### src/hdl/nv_access_regs.vh
/*
 Constants for the EEPROM access control block: data-space offsets,
 control bit positions, reset values and timing figures.
 Assumes inclusion by bare name from hdl/ files.
*/
`ifndef NV_ACCESS_REGS_VH
`define NV_ACCESS_REGS_VH

// ****************************************
// Data-space offsets
// ****************************************
`define OFS_CONTROL 12'h03f
`define OFS_DATA 12'h040
`define OFS_ADDR_LO 12'h041
`define OFS_ADDR_HI 12'h042
`define OFS_STORE0 12'h03e
`define OFS_STORE1 12'h04a
`define OFS_STORE2 12'h04b
`define IO_SHIFT 12'h020
`define IO_LIMIT 12'h03f
`define EXT_IO_BASE 12'h060

// ****************************************
// Control register fields
// ****************************************
`define BIT_READ 0
`define BIT_WRITE 1
`define BIT_ARM 2
`define BIT_IRQ_EN 3
`define BIT_MODE_LO 4
`define BIT_MODE_HI 5
`define MODE_ATOMIC 2'h0
`define MODE_ERASE 2'h1
`define MODE_WRITE 2'h2
`define MODE_RESERVED 2'h3

// ****************************************
// Reset values, timing and address limit
// ****************************************
`define STORE_RESET 8'h00
`define ARM_WINDOW 3'h4
`define WRITE_STALL 3'h2
`define READ_STALL 3'h4
`define RC_CYCLES_ATOMIC 26368
`define RC_CYCLES_SHORT 13960
`define ADDR_MAX 11'h7ff

`endif

### src/hdl/nv_write_timer.v
/*
 Write-time counter. Counts calibrated RC oscillator ticks while a
 programming action runs and reports completion.
 Assumes rc_tick is already synchronous to REF_CLK, one cycle wide.
*/
`timescale 1ns/1ps
`include "nv_access_regs.vh"

module nv_write_timer
#(
   parameter ATOMIC_TICKS = `RC_CYCLES_ATOMIC,
   parameter SHORT_TICKS = `RC_CYCLES_SHORT
)
(
   // Clock and reset
   input wire clk,
   input wire reset_n,
   // Control
   input wire start,
   input wire [1:0] mode,
   input wire rc_tick,
   // Status
   output reg done
);

   reg [15:0] count;
   reg running;
   wire [15:0] limit = (mode == `MODE_ATOMIC) ? ATOMIC_TICKS[15:0] : SHORT_TICKS[15:0];

   always @(posedge clk or negedge reset_n)
   begin
      if (!reset_n)
      begin
         count <= 16'h0000;
         running <= 1'b0;
         done <= 1'b0;
      end
      else
      begin
         done <= 1'b0;
         if (start)
         begin
            count <= 16'h0000;
            running <= 1'b1;
         end
         else if (running && rc_tick)
         begin
            if (count == limit - 16'h0001)
            begin
               running <= 1'b0;
               done <= 1'b1;
            end
            count <= count + 16'h0001;
         end
      end
   end

endmodule

### src/hdl/nv_access_control.v
/*
 EEPROM access control: control, data and address registers, armed
 write strobe, read strobe with CPU stall, flash interlock, ready
 interrupt request, and three general storage registers.
 Assumes a CPU register port on REF_CLK with one write and one read strobe
 shared by both spaces under IO_SPACE, and an EEPROM array with combinational read data.
*/
`timescale 1ns/1ps
`include "nv_access_regs.vh"

module nv_access_control
#(
   parameter ATOMIC_TICKS = `RC_CYCLES_ATOMIC,
   parameter SHORT_TICKS = `RC_CYCLES_SHORT
)
(
   // Clock and reset
   input wire REF_CLK,
   input wire RESET_N,
   // CPU register port
   input wire [11:0] ADDR,
   input wire IO_SPACE,
   input wire WR_EN,
   input wire RD_EN,
   input wire [7:0] WDATA,
   output reg [7:0] RDATA,
   output wire CPU_STALL,
   // System status
   input wire FLASH_SELFPROG_ENABLE,
   input wire RC_CLK,
   output wire NV_READY_IRQ,
   // EEPROM array
   output wire [10:0] NV_ARRAY_ADDR,
   output reg [7:0] NV_ARRAY_WDATA,
   input wire [7:0] NV_ARRAY_RDATA,
   output wire NV_ARRAY_PROGRAM,
   output wire [1:0] NV_ARRAY_MODE
);

   reg [7:0] general_storage_0;
   reg [7:0] general_storage_1;
   reg [7:0] general_storage_2;
   reg [7:0] nv_byte_data;
   reg [10:0] nv_byte_address;
   reg [1:0] nv_program_mode;
   reg nv_ready_irq_enable;
   reg nv_write_arm;
   reg nv_write_strobe;
   reg [2:0] arm_count;
   reg [2:0] stall_count;
   reg write_start;
   reg [2:0] rc_sync;
   reg rc_last;
   wire write_done;
   wire rc_tick;
   wire [11:0] eff_addr;
   wire access_ok;
   wire wr;
   wire ctl_wr;
   wire strobe_ok;

   // ****************************************
   // Address decode
   // ****************************************
   function hit;
      input [11:0] a;
      input [11:0] ofs;
      begin
         hit = (a == ofs);
      end
   endfunction

   assign eff_addr = IO_SPACE ? ADDR + `IO_SHIFT : ADDR;
   // I/O opcodes reach only 0x00..0x3F; nothing beyond 0x60 that way
   assign access_ok = !IO_SPACE || (ADDR <= `IO_LIMIT);
   assign wr = WR_EN && access_ok;
   assign ctl_wr = wr && hit(eff_addr, `OFS_CONTROL);
   assign strobe_ok = nv_write_arm && !nv_write_strobe && !FLASH_SELFPROG_ENABLE;

   // ****************************************
   // RC oscillator tick
   // ****************************************
   always @(posedge REF_CLK or negedge RESET_N)
   begin
      if (!RESET_N)
      begin
         rc_sync <= 3'h0;
         rc_last <= 1'b0;
      end
      else
      begin
         rc_sync <= {rc_sync[1:0], RC_CLK};
         if (rc_sync[2] == rc_sync[1])
            rc_last <= rc_sync[2];
      end
   end
   assign rc_tick = (rc_sync[2] == rc_sync[1]) && rc_sync[2] && !rc_last;

   nv_write_timer
   #(
      .ATOMIC_TICKS(ATOMIC_TICKS),
      .SHORT_TICKS(SHORT_TICKS)
   )
   u_timer
   (
      .clk(REF_CLK),
      .reset_n(RESET_N),
      .start(write_start),
      .mode(nv_program_mode),
      .rc_tick(rc_tick),
      .done(write_done)
   );

   // ****************************************
   // Register writes and control sequencing
   // ****************************************
   always @(posedge REF_CLK or negedge RESET_N)
   begin
      if (!RESET_N)
      begin
         general_storage_0 <= `STORE_RESET;
         general_storage_1 <= `STORE_RESET;
         general_storage_2 <= `STORE_RESET;
         nv_byte_data <= 8'h00;
         nv_byte_address <= 11'h000;
         nv_program_mode <= `MODE_ATOMIC;
         nv_ready_irq_enable <= 1'b0;
         nv_write_arm <= 1'b0;
         nv_write_strobe <= 1'b0;
         arm_count <= 3'h0;
         stall_count <= 3'h0;
         write_start <= 1'b0;
         NV_ARRAY_WDATA <= 8'h00;
      end
      else
      begin
         write_start <= 1'b0;
         if (stall_count != 3'h0)
            stall_count <= stall_count - 3'h1;
         if (nv_write_arm)
         begin
            if (arm_count == `ARM_WINDOW - 3'h1)
               nv_write_arm <= 1'b0;
            arm_count <= arm_count + 3'h1;
         end
         if (write_done)
            nv_write_strobe <= 1'b0;
         if (wr && hit(eff_addr, `OFS_STORE0))
            general_storage_0 <= WDATA;
         if (wr && hit(eff_addr, `OFS_STORE1))
            general_storage_1 <= WDATA;
         if (wr && hit(eff_addr, `OFS_STORE2))
            general_storage_2 <= WDATA;
         if (wr && hit(eff_addr, `OFS_DATA))
            nv_byte_data <= WDATA;
         // Address frozen while a write runs
         if (wr && !nv_write_strobe && hit(eff_addr, `OFS_ADDR_LO))
            nv_byte_address[7:0] <= WDATA;
         if (wr && !nv_write_strobe && hit(eff_addr, `OFS_ADDR_HI))
            nv_byte_address[10:8] <= WDATA[2:0];
         if (ctl_wr)
         begin
            nv_ready_irq_enable <= WDATA[`BIT_IRQ_EN];
            if (!nv_write_strobe)
               nv_program_mode <= WDATA[`BIT_MODE_HI:`BIT_MODE_LO];
            if (WDATA[`BIT_ARM] && !WDATA[`BIT_WRITE])
            begin
               nv_write_arm <= 1'b1;
               arm_count <= 3'h0;
            end
            // Reserved mode is not started; the strobe is simply dropped
            if (WDATA[`BIT_WRITE] && strobe_ok
                && nv_program_mode != `MODE_RESERVED)
            begin
               nv_write_strobe <= 1'b1;
               nv_write_arm <= 1'b0;
               write_start <= 1'b1;
               NV_ARRAY_WDATA <= nv_byte_data;
               stall_count <= `WRITE_STALL;
            end
            else if (WDATA[`BIT_READ] && !nv_write_strobe)
            begin
               nv_byte_data <= NV_ARRAY_RDATA;
               stall_count <= `READ_STALL;
            end
         end
      end
   end

   // ****************************************
   // Read mux and outputs
   // ****************************************
   always @(posedge REF_CLK or negedge RESET_N)
   begin
      if (!RESET_N)
         RDATA <= 8'h00;
      else if (RD_EN && access_ok)
      begin
         if (hit(eff_addr, `OFS_CONTROL))
            RDATA <= {2'h0, nv_program_mode, nv_ready_irq_enable,
                      nv_write_arm, nv_write_strobe, 1'b0};
         else if (hit(eff_addr, `OFS_DATA))
            RDATA <= nv_byte_data;
         else if (hit(eff_addr, `OFS_ADDR_LO))
            RDATA <= nv_byte_address[7:0];
         else if (hit(eff_addr, `OFS_ADDR_HI))
            RDATA <= {5'h00, nv_byte_address[10:8]};
         else if (hit(eff_addr, `OFS_STORE0))
            RDATA <= general_storage_0;
         else if (hit(eff_addr, `OFS_STORE1))
            RDATA <= general_storage_1;
         else if (hit(eff_addr, `OFS_STORE2))
            RDATA <= general_storage_2;
         else
            RDATA <= 8'h00;
      end
      else
         RDATA <= 8'h00;
   end

   assign CPU_STALL = (stall_count != 3'h0);
   assign NV_READY_IRQ = nv_ready_irq_enable && !nv_write_strobe
                         && !FLASH_SELFPROG_ENABLE;
   assign NV_ARRAY_ADDR = nv_byte_address;
   assign NV_ARRAY_PROGRAM = nv_write_strobe;
   assign NV_ARRAY_MODE = nv_program_mode;

endmodule

### config.mk
export PLATFORM = sky130hd
export DESIGN_NAME = nv_access_control
export DESIGN_NICKNAME = d
export VERILOG_FILES = /design/src/hdl/nv_write_timer.v /design/src/hdl/nv_access_control.v
export VERILOG_INCLUDE_DIRS = /design/src /design/src/hdl
export SDC_FILE = /design/constraint.sdc
export NUM_CORES = 1
export LEC_CHECK = 0
export ABC_CLOCK_PERIOD_IN_PS = 1800
export BUFFER_PORTS_ARGS = -buffer_cell sky130_fd_sc_hd__buf_2
export CAP_MARGIN = 10
export CORE_MARGIN = 2
export CORE_UTILIZATION = 40
export CTS_CLUSTER_DIAMETER = 60
export CTS_CLUSTER_SIZE = 28
export DETAILED_ROUTE_END_ITERATION = 7
export MAX_ROUTING_LAYER = met4
export PLACE_DENSITY = 0.62
export RECOVER_POWER = 100
export REMOVE_ABC_BUFFERS = 1
export SLEW_MARGIN = 0
export SYNTH_ARGS = -nofsm -noshare
export SYNTH_HDL_FRONTEND = slang
export SYNTH_HIERARCHICAL = 1
export SYNTH_SLANG_ARGS = --single-unit
### constraint.sdc
create_clock -name REF_CLK -period 1.8 [get_ports REF_CLK]
set_input_delay 0.18 -clock REF_CLK [delete_from_list [all_inputs] [get_ports REF_CLK]]
set_output_delay 0.18 -clock REF_CLK [all_outputs]
set_load 0.03 [all_outputs]
== After elaboration in Yosys (flattened, before gate mapping) ==
Index checks and enable logic that the tools add are counted.
Word-level totals
  bits in registers: 93
  logic and storage cells: 111
Operators by class
  add/sub/neg operators: 5
  order comparisons: 1
  equality and inequality tests: 11
  muxes and demuxes: 39
  bitwise logic cells: 1
  reductions and logical operators: 34
Operators with widths (count)
  $mux 8: 12
  $eq 12x7->1 const B: 5
  $mux 16: 2
  $eq 12x6->1 const B: 2
  $logic_and 1x1->1: 21
  $mux 3: 7
  $add 16x1->16 const B: 1
  $eq 16x16->1: 1
  $mux 1: 16
  $sub 16x1->16 const B: 1
  $mux 15: 1
  $add 12x6->12 const B: 1
  $le 12x6->1 const B: 1
  $mux 12: 1
  $reduce_and 2->1: 3
  $logic_not 1->1: 5
  $reduce_bool 2->1: 2
  $add 3x1->3 const B: 1
  $eq 3x2->1 const B: 1
  $reduce_bool 3->1: 1
  $sub 3x1->3 const B: 1
  $logic_not 2->1: 1
  $ne 2x2->1 const B: 1
  $eq 1x1->1: 1
  other kinds (2): 2

== Longest topological paths before layout ==
Gate-level depths: netlist (run 1).
  word-level depth: 11
  gate-level depth with buffers: 10
  mapped depth without buffers: 8

== Modules after synthesis ==
Netlist (run 1), hierarchy kept.
By module, submodules not included
  nv_access_control: instances 1, cells an instance 342, area each 3782.4 um^2, seq. area each 1876.8 um^2
  nv_write_timer: instances 1, cells an instance 97, area each 922.1 um^2, seq. area each 450.4 um^2

== Least setup slack after synthesis (run 1) ==
Ideal clock, no wire load.
  path kind: input-to-reg
  from: input ADDR[9]
  to: register nv_byte_address[0], in the netlist NV_ARRAY_ADDR[0]
  arrival time: 1.921 ns
  data required time: 1.675 ns
  setup slack: -0.246 ns
  stages on the path: 6
  buffers on the path: 1
  path through: or3_4 o22a_1 or2_1 buf_6 nor4_4 mux2_2
On the way
  longest elaborated chain between the ends: 5
  elaborated cells between the ends (all ways): 8
RTL lines
  from (decl): line nv_access_control.v:21  | input wire [11:0] ADDR,
  branches (longest 4 deep; another with $add 12x6->12)
  $logic_and 1x1->1 (*): line nv_access_control.v:157  | if (wr && !nv_write_strobe && hit(eff_addr, `OFS_ADDR_LO))
  to (signal assigned): line nv_access_control.v:125  | nv_byte_address <= 11'h000;
  to (signal assigned): line nv_access_control.v:158  | nv_byte_address[7:0] <= WDATA;
  to (decl): line nv_access_control.v:44  | reg [10:0] nv_byte_address;
Every way passes the cells marked *.
A chain may end at the register's enable or synchronous reset.

== Worst setup path after layout (run 1) ==
  from: input ADDR[11]
  to: register nv_byte_address[1], in the netlist NV_ARRAY_ADDR[1]
The elaborated chain is that of the path after synthesis.

==> run summary, run 1 <==
area of the core = 11500 um2
dominant cell type by area after synthesis = dfrtp_1
die area = 12600 um2
setup-violating endpoint count in the final report = 8
detailed-placement wirelength estimate = 9400 um
ys flop type = dfrtp_1
DRC viols = 0
CTS clk-pin slew, worst paths = 0.06 ns
antenna viol nets, final = 0
first-pass GRT wire length = 20600 um
violations in the final reports = setup timing
Initial Util = 41.0%
max frequency = 543 MHz
Inst Count DP = 699
most used routing layer in global routing = met2
gr ovfl total = 0
sum of routed wire length over all layers = 13000 um
Post-Syn Area = 4700 um2
commonest cells in the synthesized netlist = 93 x dfrtp_1, 52 x nand2_1, 44 x mux2_2
most common cell in the synthesized netlist = dfrtp_1
Max Root-Sink Buffers = 2
run status = complete, but fails checks
root buffer cell = clkbuf_16
standard-cell row count = 39
Tcrit/Tclk final = 102%
final cell count without fillers = 730
final hold violation count = 0
diodes inserted = 0
antenna violations before repair = 0
depth of the CTS H-tree = 3
Global Route met3 Usage = 4.54%
clock tree from TritonCTS = yes
VDD IR max = 0.653 mV
share of Yosys cell area claimed by the top area cell type = 49.5%
total CTS buffers = 9
setup ws final = -0.0403 ns
total buffers and inverters traversed by the critical path = 2
CP Data Required Time = 2.03 ns
Area Growth Syn to Fin = 34.3%
clock tree skew after final layout = 0.00617 ns
Avg Inst Size Synth = 10.7 um2
kind of end point of the critical path = flip-flop
async set-reset flop share out of synthesis = 100%
final count of pins violating max slew = 0
worst slack after detailed placement = -0.516 ns
number of global-route vias before repair = 4088
largest delay contributor family on the critical path = simple AND/OR/NAND/NOR gates
flip-flop and latch count after synthesis = 93
# nets final = 624
worst relative slew slack = 33.7%
1st-iter DRT viols = 211
GRT Util Overall = 21.2%
number of enable flip-flop cells after synthesis = 0
total leakage power = 0.00307 uW
DIE HEIGHT = 112 um
proportion of layout cells with a drive suffix above 1 = 36.8%
I/O Pins = 67
met2 global-route usage = 32.2%
Post-Synthesis Cells = 439
final estimated routing congestion in global placement = 0.876
post-DR wirelength/cell = 17.8 um
arrival time of data at the critical path endpoint = 2.07 ns
Synth area leaders = dfrtp_1 49%, mux2_2 11%, nand2_1 4.1%
Critical Setup Path Class = in -> reg
Max stage delay cell, worst path = or3_4
I/O Buffers = 66
Cell variety after synth = 56
post-layout util = 55.1%
RSZ-0062 raised after global routing = true
sort of element at the start of the critical path = input port
worst stage delay on the critical path = 0.40 ns
number of warnings reported in the yosys synthesis log = 6
sequential area share after synthesis = 49.5%
largest net degree at the start of global routing = 41
total number of clock tree sinks = 93
number of vias per cell = 5.48
clock insertion delay at the later pin of the skew report = 0.35 ns
transition time at the pin with the least slew margin = 0.994 ns
Total Neg Setup Slack = -0.227 ns
largest fanout on the critical path = 7
die outline width = 112 um
total via count after detailed routing = 3997
number of detailed-route iterations in the first pass = 4
Max-cap violations = 0
number of fill cells in the layout = 1007
Min-Delay Path Class = in -> reg
P per Cell Area = 730 nW/um2
met1 usage in global routing = 28.1%
post-route minimum period = 1.84 ns
ordered list of cells on the worst path = buf_6 > or3_4 > o22a_1 > or2_4 > nor4_4 > buf_4 > mux2_4
==> worst register-to-register path, stage by stage (launching register included) <==
cell and delay [ns]:
dfrtp_1 0.39, buf_4 0.15, and4_1 0.30, nand3_4 0.15, or4_1 0.51, a21oi_1 0.17
==> cells by family (layout without fill, tap and decap cells) <==
logic type                 count (synthesis)  after routing  synth area share [%]
DFF                                       93             93                  49.5
adders and majority gates                  7              7                  1.86
and+or+nand+nor                          176            176                  20.5
muxes                                     55             55                  12.9
buffers and inverters                     23            171                  2.31
xor gates and xnor gates                  13             13                  2.42
AOI/OAI and AO/OA                         72             72                  10.6
==> layout make-up <==
| cell class | count | area (um2) | area share [%] |
|---|---|---|---|
| Timing Repair Buffer | 148 | 957 | 15.1 |
| Clock inverter | 7 | 120 | 1.90 |
| Clock buffer | 9 | 225 | 3.56 |
| Multi-Input combinational cell | 323 | 2480 | 39.3 |
| Tap cell | 143 | 179 | 2.83 |
| Sequential cell | 93 | 2330 | 36.8 |
| Inverter | 7 | 26.3 | 0.416 |
==> power breakdown <==
group / internal (uW) / switching [uW] / total, uW
Combinational: 130 / 181 / 311
Sequential: 2100 / 6.32 / 2100
Clock: 1360 / 834 / 2200
==> per-stage QoR <==
step	cell area, um2	total power [uW]	hold slack [ns]
floorplan	4620	2210	-0.116
global placement	5650	2410	0.185
detailed placement	5650	2410	0.195
CTS	6100	4640	0.0252
global route	6320	4780	0.0353
finish	6320	4610	0.0338
==> layer usage <==
layer	part of all wire [%]	routed length, um
met1	46	5940
met2	46	6020
met3	5.1	666
met4	2.6	335
met5	0	0
==> path summary, 6_finish.rpt <==
| path | startpoint | endpoint | slack (ns) | cells past startpoint |
|---|---|---|---|---|
| worst max-delay path | ADDR[11] | NV_ARRAY_ADDR[1] | -0.04 | 7 |
| worst min-delay path | NV_ARRAY_RDATA[7] | nv_byte_data[7] | 0.03 | 3 |
| worst max register to register | u_timer/count[5] | u_timer/count[15] | 0.07 | 5 |
| worst min register to register | rc_sync[0] | rc_sync[1] | 0.35 | 0 |
| max in group asynchronous | RESET_N | general_storage_0[0] | 0.28 | 3 |
| min in group asynchronous | RESET_N | NV_ARRAY_WDATA[1] | 0.53 | 2 |
==> timing repair <==
item / CTS / global route
buffers inserted: 4 / 10
resized for setup: 17 / 56
pin swaps: 4 / 26
endpoints found under the hold margin: 37 / 0
endpoints found under the setup margin: 50 / 65
gates cloned: 0 / 1
hold buffers: 2 / 0
==> sequential cells by signal (all words and copies together) (netlist names) <==
register,count
general_storage_1,8
NV_ARRAY_WDATA,8
write_start,1
general_storage_2,8
rc_last,1
u_timer/count,16
RDATA,8
nv_ready_irq_enable,1
nv_byte_data,8
general_storage_0,8
stall_count,3
u_timer/done,1
NV_ARRAY_PROGRAM,1
arm_count,3
NV_ARRAY_MODE,2
rc_sync,3
u_timer/running,1
NV_ARRAY_ADDR,11
nv_write_arm,1
==> layout by cell type, fill, tap and decap left out, drive strengths merged, types with 7 or more instances in the layout <==
cell type | netlist | final
a21o | 7 | 7
a21oi | 15 | 15
and3 | 7 | 7
buf | 8 | 110
clkbuf | 8 | 45
dfrtp | 93 | 93
ha | 7 | 7
inv | 7 | 9
mux2 | 44 | 44
mux2i | 11 | 11
nand2 | 52 | 52
nand3 | 16 | 16
nand4 | 10 | 10
nor2 | 31 | 31
nor2b | 7 | 7
nor3 | 8 | 8
nor3b | 7 | 7
o21ai | 20 | 20
or3 | 8 | 8
xor2 | 7 | 7
Power figures use the tool's default switching activity.
==> run 2, diff against run 1 <==
--- a/config.mk
+++ b/config.mk
@@ -23,3 +23,4 @@
 export SYNTH_HDL_FRONTEND = slang
 export SYNTH_HIERARCHICAL = 1
 export SYNTH_SLANG_ARGS = --single-unit
+export TNS_END_PERCENT = 10
==> run 2 against run 1 <==
  * The flow still finishes with violations (setup timing)
  * Die area did not move
  * Register-to-register slack got worse by 0.04 ns
  * Fmax about the same
  * Clock skew hardly changed
  * Critical path depth is the same
  * Sequential power barely moved
  * Worst hold slack improved by 0.0058 ns
  * Wire length decreased by 1.7%
  * Sequential share of layout area grew 0.46 points
  * Sequential cell count unchanged
  * Global-route usage stayed put
  * Critical path type unchanged
  * Critical endpoint unchanged
  * Largest power group unchanged
  * Highest routed layer unchanged
==> run summary, run 2 (synthesized netlist as in run 1, its figures left out) <==
Min-Delay Path Class = in -> reg (unchanged)
antenna violations before repair = 0 (unchanged)
post-route minimum period = 1.84 ns (about the same)
total CTS buffers = 9 (unchanged)
Max-cap violations = 0 (unchanged)
total leakage power = 0.00303 uW (was 0.00307 uW)
final hold violation count = 0 (unchanged)
Max Root-Sink Buffers = 2 (unchanged)
register share of total power = 45.7% (was 45.6%)
P per Cell Area = 738 nW/um2 (was 730 nW/um2)
number of vias per cell = 5.45 (was 5.48)
Initial Util = 41.0% (unchanged)
run status = complete, but fails checks (unchanged)
switching component of the power = 1020 uW (about the same)
post-DR wirelength/cell = 17.6 um (was 17.8 um)
arrival time of data at the critical path endpoint = 2.07 ns (about the same)
die outline width = 112 um (unchanged)
combinational group share of total power = 6.6% (was 6.7%)
GRT Util Overall = 21.2% (unchanged)
switching part of the total = 22.1% (about the same)
final count of pins violating max slew = 0 (unchanged)
clock insertion delay at the later pin of the skew report = 0.35 ns (about the same)
violations in the final reports = setup timing (unchanged)
# nets final = 617 (was 624)
PnR Total Power = 4610 uW (about the same)
total number of clock tree sinks = 93 (unchanged)
Biggest register = u_timer/count (unchanged)
transition time at the pin with the least slew margin = 1.00 ns (was 0.994 ns)
number of fill cells in the layout = 1023 (was 1007)
final estimated routing congestion in global placement = 0.876 (unchanged)
sum of routed wire length over all layers = 12800 um (was 13000 um)
gr ovfl total = 0 (unchanged)
die area = 12600 um2 (unchanged)
CP Data Required Time = 2.03 ns (about the same)
ordered list of cells on the worst path = buf_6 > or3_4 > o22a_1 > or2_4 > nor4_4 > buf_4 > mux2_4 (unchanged)
DRC viols = 0 (unchanged)
I/O Buffers = 66 (unchanged)
worst relative slew slack = 33.2% (was 33.7%)
detailed-placement wirelength estimate = 9400 um (unchanged)
standard-cell row count = 39 (unchanged)
internal cell power = 3590 uW (about the same)
DIE HEIGHT = 112 um (unchanged)
largest net degree at the start of global routing = 41 (unchanged)
top library cells by usage in the layout, fill and taps aside = 92 x dfrtp_1, 63 x buf_4, 50 x nand2_1, 36 x mux2_2 (was 92 x dfrtp_1, 68 x buf_4, 50 x nand2_1, 35 x mux2_2)
total via count after detailed routing = 3939 (was 3997)
most frequent standard cell in the layout excluding fill and tap cells = dfrtp_1 (unchanged)
first-pass GRT wire length = 20600 um (about the same)
Max stage delay cell, worst path = or3_4 (unchanged)
root buffer cell = clkbuf_16 (unchanged)
proportion of layout cells with a drive suffix above 1 = 35.9% (was 36.8%)
setup ws final = -0.0392 ns (was -0.0403 ns)
1st-iter DRT viols = 234 (was 211)
Area Growth Syn to Fin = 32.7% (was 34.3%)
sort of element at the start of the critical path = input port (unchanged)
RSZ-0062 raised after global routing = true (unchanged)
I/O Pins = 67 (unchanged)
Tcrit/Tclk final = 102% (about the same)
clock tree skew after final layout = 0.00585 ns (was 0.00617 ns)
setup-violating endpoint count in the final report = 8 (unchanged)
depth of the CTS H-tree = 3 (unchanged)
VDD IR max = 0.651 mV (was 0.653 mV)
area of the core = 11500 um2 (unchanged)
clock tree from TritonCTS = yes (unchanged)
worst-case register-to-register setup slack = 0.03 ns (was 0.07 ns)
max FFs per register = 16 (unchanged)
CTS clk-pin slew, worst paths = 0.06 ns (about the same)
kind of end point of the critical path = flip-flop (unchanged)
diodes inserted = 0 (unchanged)
largest fanout on the critical path = 7 (unchanged)
worst stage delay on the critical path = 0.39 ns (was 0.40 ns)
number of detailed-route iterations in the first pass = 4 (unchanged)
number of global-route vias before repair = 4085 (was 4088)
Total Neg Setup Slack = -0.216 ns (was -0.227 ns)
Critical Setup Path Class = in -> reg (unchanged)
clock power share = 47.7% (was 47.6%)
antenna viol nets, final = 0 (unchanged)
max frequency = 544 MHz (was 543 MHz)
## run 2: changes by cell type in the layout (fill, tap and decap cells not counted), moves of 2 or more
cell / delta
buf_6: -2
o21ai_1: +3
o21ai_0: -3
buf_4: -5
## run 2: worst paths after layout
check                                   from                   end  cells after the start
hold / removal             NV_ARRAY_RDATA[6]       nv_byte_data[6]                      3
max in group asynchronous            RESET_N  general_storage_0[6]                      3
setup reg to reg                  rc_sync[2]     u_timer/count[15]                      6
min in group asynchronous            RESET_N     NV_ARRAY_WDATA[1]                      2
setup / recovery                    ADDR[11]      NV_ARRAY_ADDR[1]                      7
hold reg to reg                   rc_sync[0]            rc_sync[1]                      0
## run 2: timing repair
| item | in CTS | in global routing |
|---|---|---|
| resized for setup | 17 | 52 |
| hold buffers | 2 | 0 |
| buffers inserted | 1 | 6 |
| pin swaps | 2 | 21 |
| hold endpoints to repair | 37 | 0 |
| endpoints found under the setup margin | 50 | 65 |
## run 2: metrics by stage
step           area, um2  setup slack (ns)  hold WS, ns  cells  util (%)
2_1_floorplan       4620            -0.471       -0.116    423         -
3_3_place_gp        5650            -0.444        0.185    699      49.3
3_5_place_dp        5650            -0.516        0.195    699      49.3
4_1_cts             6080           -0.0151       0.0252    718      53.0
5_1_grt             6240           -0.0963       0.0398    723      54.4
6_report            6240           -0.0392       0.0396    723      54.4
## run 2: layout make-up
cell class / instances / area, um2 / share of cell area [%]
repair buffers: 141 / 897 / 14.4
clock inverters: 7 / 120 / 1.92
inverters: 7 / 26.3 / 0.421
clock buffers: 9 / 225 / 3.61
well taps: 143 / 179 / 2.87
flip-flops and latches: 93 / 2330 / 37.3
multi-input cells: 323 / 2470 / 39.5
## run 2: metal layers
metal | share of wire [%] | vias to the layer above | GRT usage, %
met5 | 0 | - | -
met2 | 47 | 105 | 32.2
li1 | - | 1879 | -
met1 | 46 | 1933 | 28.1
met3 | 4.8 | 22 | 4.54
met4 | 2.1 | 0 | 8.13
## run 2: power by group through the flow
stage | clock network [uW] | registers (uW) | logic, uW
floorplan | 0 | 2140 | 72.6
global placement | 0 | 2140 | 263
detailed placement | 0 | 2140 | 272
CTS | 2250 | 2100 | 283
global route | 2340 | 2100 | 334
finish | 2200 | 2100 | 304
## run 2: critical path, delay by kind of cell
kind,cells,cell delay (ns)
AO/OA/AOI/OAI,1,0.25
AND/OR/NAND/NOR,3,1.05
buffers and inverters,2,0.28
multiplexers,1,0.30
==> run 3, diff against run 2 <==
--- a/config.mk
+++ b/config.mk
@@ -16,7 +16,6 @@
 export DETAILED_ROUTE_END_ITERATION = 7
 export MAX_ROUTING_LAYER = met4
 export PLACE_DENSITY = 0.62
-export RECOVER_POWER = 100
 export REMOVE_ABC_BUFFERS = 1
 export SLEW_MARGIN = 0
 export SYNTH_ARGS = -nofsm -noshare
==> run 3 against run 2 <==
  * Count of clock-buffer cells in the layout unchanged
  * Critical endpoint unchanged
  * Core utilization up 0.48 points
  * Cell count unchanged
  * Sequential cell count unchanged
  * First-iteration DRC count unchanged
  * Via count up 0.10%
  * Sequential share of layout area down 0.33 points
  * Combinational power about the same
  * The run still ends with setup timing left
  * Largest cell class unchanged
  * Worst setup slack worse by 0.0061 ns
==> run summary, run 3 (synthesized netlist as in run 1, its figures left out) <==
internal cell power = 3590 uW (about the same)
clock tree skew after final layout = 0.00508 ns (was 0.00585 ns)
worst hold margin = 0.0447 ns (was 0.0396 ns)
setup-violating endpoint count in the final report = 8 (unchanged)
# nets final = 617 (unchanged)
Placed Instance Area = 5650 um2 (unchanged)
root buffer cell = clkbuf_16 (unchanged)
Max stage delay cell, worst path = or3_4 (unchanged)
I/O Buffers = 66 (unchanged)
final count of pins violating max slew = 0 (unchanged)
antenna violations before repair = 0 (unchanged)
max frequency = 542 MHz (was 544 MHz)
transition time at the pin with the least slew margin = 0.517 ns (was 1.00 ns)
first-pass GRT wire length = 20600 um (unchanged)
largest fanout on the critical path = 7 (unchanged)
Max Root-Sink Buffers = 2 (unchanged)
Initial Util = 41.0% (unchanged)
number of global-route vias before repair = 4085 (unchanged)
CP Data Required Time = 2.03 ns (about the same)
depth of the CTS H-tree = 3 (unchanged)
die outline width = 112 um (unchanged)
combinational group share of total power = 6.6% (about the same)
kind of end point of the critical path = flip-flop (unchanged)
switching component of the power = 1010 uW (was 1020 uW)
total via count after detailed routing = 3943 (was 3939)
P per Cell Area = 730 nW/um2 (was 738 nW/um2)
worst relative slew slack = 65.5% (was 33.2%)
switching part of the total = 21.9% (was 22.1%)
GRT Util Overall = 21.2% (unchanged)
CTS clk-pin slew, worst paths = 0.06 ns (about the same)
worst stage delay on the critical path = 0.39 ns (about the same)
final estimated routing congestion in global placement = 0.876 (unchanged)
Area Growth Syn to Fin = 33.9% (was 32.7%)
Max-cap violations = 0 (unchanged)
Non-Filler Cell Area, Final = 6300 um2 (was 6240 um2)
sort of element at the start of the critical path = input port (unchanged)
Biggest register = u_timer/count (unchanged)
post-route minimum period = 1.85 ns (was 1.84 ns)
RSZ-0062 raised after global routing = true (unchanged)
ordered list of cells on the worst path = buf_6 > or3_4 > o22a_1 > or2_4 > nor4_4 > buf_4 > mux2_4 (unchanged)
max FFs per register = 16 (unchanged)
Critical Setup Path Class = in -> reg (unchanged)
gr ovfl total = 0 (unchanged)
DRC viols = 0 (unchanged)
number of detailed-route iterations in the first pass = 4 (unchanged)
worst slack after detailed placement = -0.516 ns (unchanged)
area of the core = 11500 um2 (unchanged)
Min-Delay Path Class = in -> reg (unchanged)
post-DR wirelength/cell = 17.6 um (about the same)
register share of total power = 45.8% (was 45.7%)
top library cells by usage in the layout, fill and taps aside = 92 x dfrtp_1, 68 x buf_4, 63 x buf_2, 50 x nand2_1, 36 x mux2_2 (was 92 x dfrtp_1, 63 x buf_4, 50 x nand2_1, 36 x mux2_2)
DIE HEIGHT = 112 um (unchanged)
Tcrit/Tclk final = 103% (was 102%)
1st-iter DRT viols = 234 (unchanged)
final hold violation count = 0 (unchanged)
clock tree from TritonCTS = yes (unchanged)
proportion of layout cells with a drive suffix above 1 = 41.7% (was 35.9%)
run status = complete, but fails checks (unchanged)
number of fill cells in the layout = 1001 (was 1023)
total number of clock tree sinks = 93 (unchanged)
detailed-placement wirelength estimate = 9400 um (unchanged)
total CTS buffers = 9 (unchanged)
total leakage power = 0.00317 uW (was 0.00303 uW)
clock insertion delay at the later pin of the skew report = 0.34 ns (was 0.35 ns)
number of vias per cell = 5.45 (about the same)
violations in the final reports = setup timing (unchanged)
largest net degree at the start of global routing = 41 (unchanged)
I/O Pins = 67 (unchanged)
most frequent standard cell in the layout excluding fill and tap cells = dfrtp_1 (unchanged)
clock power share = 47.6% (was 47.7%)
setup ws final = -0.0453 ns (was -0.0392 ns)
VDD IR max = 0.649 mV (was 0.651 mV)
standard-cell row count = 39 (unchanged)
arrival time of data at the critical path endpoint = 2.07 ns (about the same)
sum of routed wire length over all layers = 12700 um (was 12800 um)
diodes inserted = 0 (unchanged)
die area = 12600 um2 (unchanged)
antenna viol nets, final = 0 (unchanged)
run 3: per-stage QoR:
| step | utilization (%) | TNS (ns) | std cells | power, uW |
|---|---|---|---|---|
| after floorplan | - | -12.07 | 423 | 2210 |
| after global placement | 49.3 | -24.73 | 699 | 2410 |
| after detailed placement | 49.3 | -27.35 | 699 | 2410 |
| after CTS | 53.0 | -0.0188 | 718 | 4640 |
| after global routing | 54.9 | -1.71 | 723 | 4780 |
| final | 54.9 | -0.258 | 723 | 4600 |
run 3: layout make-up:
class | instances | area, um2 | area share, %
Clock buffer | 9 | 225 | 3.58
Clock inverter | 7 | 120 | 1.91
Inverter | 7 | 26.3 | 0.417
Multi-Input combinational cell | 323 | 2470 | 39.3
Sequential cell | 93 | 2330 | 37.0
Tap cell | 143 | 179 | 2.84
Timing Repair Buffer | 141 | 945 | 15.0
run 3: critical path, delay by kind of cell:
family / cells / cell delay, ns
and+or+nand+nor: 3 / 1.05
AOI/OAI and AO/OA: 1 / 0.25
buffers and inverters: 2 / 0.28
muxes: 1 / 0.30
run 3: what timing repair did:
| item | 4_1_cts | 5_1_grt |
|---|---|---|
| pin swaps | 2 | 21 |
| hold buffers | 2 | 0 |
| buffers inserted | 1 | 6 |
| hold endpoints to repair | 37 | 0 |
| cloned | 0 | 0 |
| gates resized for setup | 17 | 52 |
| setup endpoints to repair | 50 | 65 |
run 3: power by group through the flow:
stage | combinational (uW) | clock, uW | sequential, uW
after CTS | 283 | 2250 | 2100
after detailed placement | 272 | 0 | 2140
after global placement | 263 | 0 | 2140
final | 306 | 2190 | 2100
after floorplan | 72.6 | 0 | 2140
after global routing | 336 | 2340 | 2100
run 3: path summary, 6_finish.rpt:
check | start | end | slack [ns] | depth (start not counted)
setup reg to reg | rc_sync[1] | u_timer/count[15] | 0.04 | 6
max in group asynchronous | RESET_N | general_storage_0[6] | 0.82 | 3
hold reg to reg | rc_sync[0] | rc_sync[1] | 0.35 | 0
setup / recovery | ADDR[11] | NV_ARRAY_ADDR[1] | -0.05 | 7
hold / removal | NV_ARRAY_RDATA[6] | nv_byte_data[6] | 0.04 | 3
min in group asynchronous | RESET_N | NV_ARRAY_WDATA[1] | 0.35 | 2
run 3: layer usage:
layer | track usage [%] | up-vias | share of wire (%)
li1 | - | 1873 | -
met1 | 28.1 | 1933 | 46
met2 | 32.2 | 110 | 47
met3 | 4.54 | 27 | 4.8
met4 | 8.13 | 0 | 2.4
met5 | - | - | 0
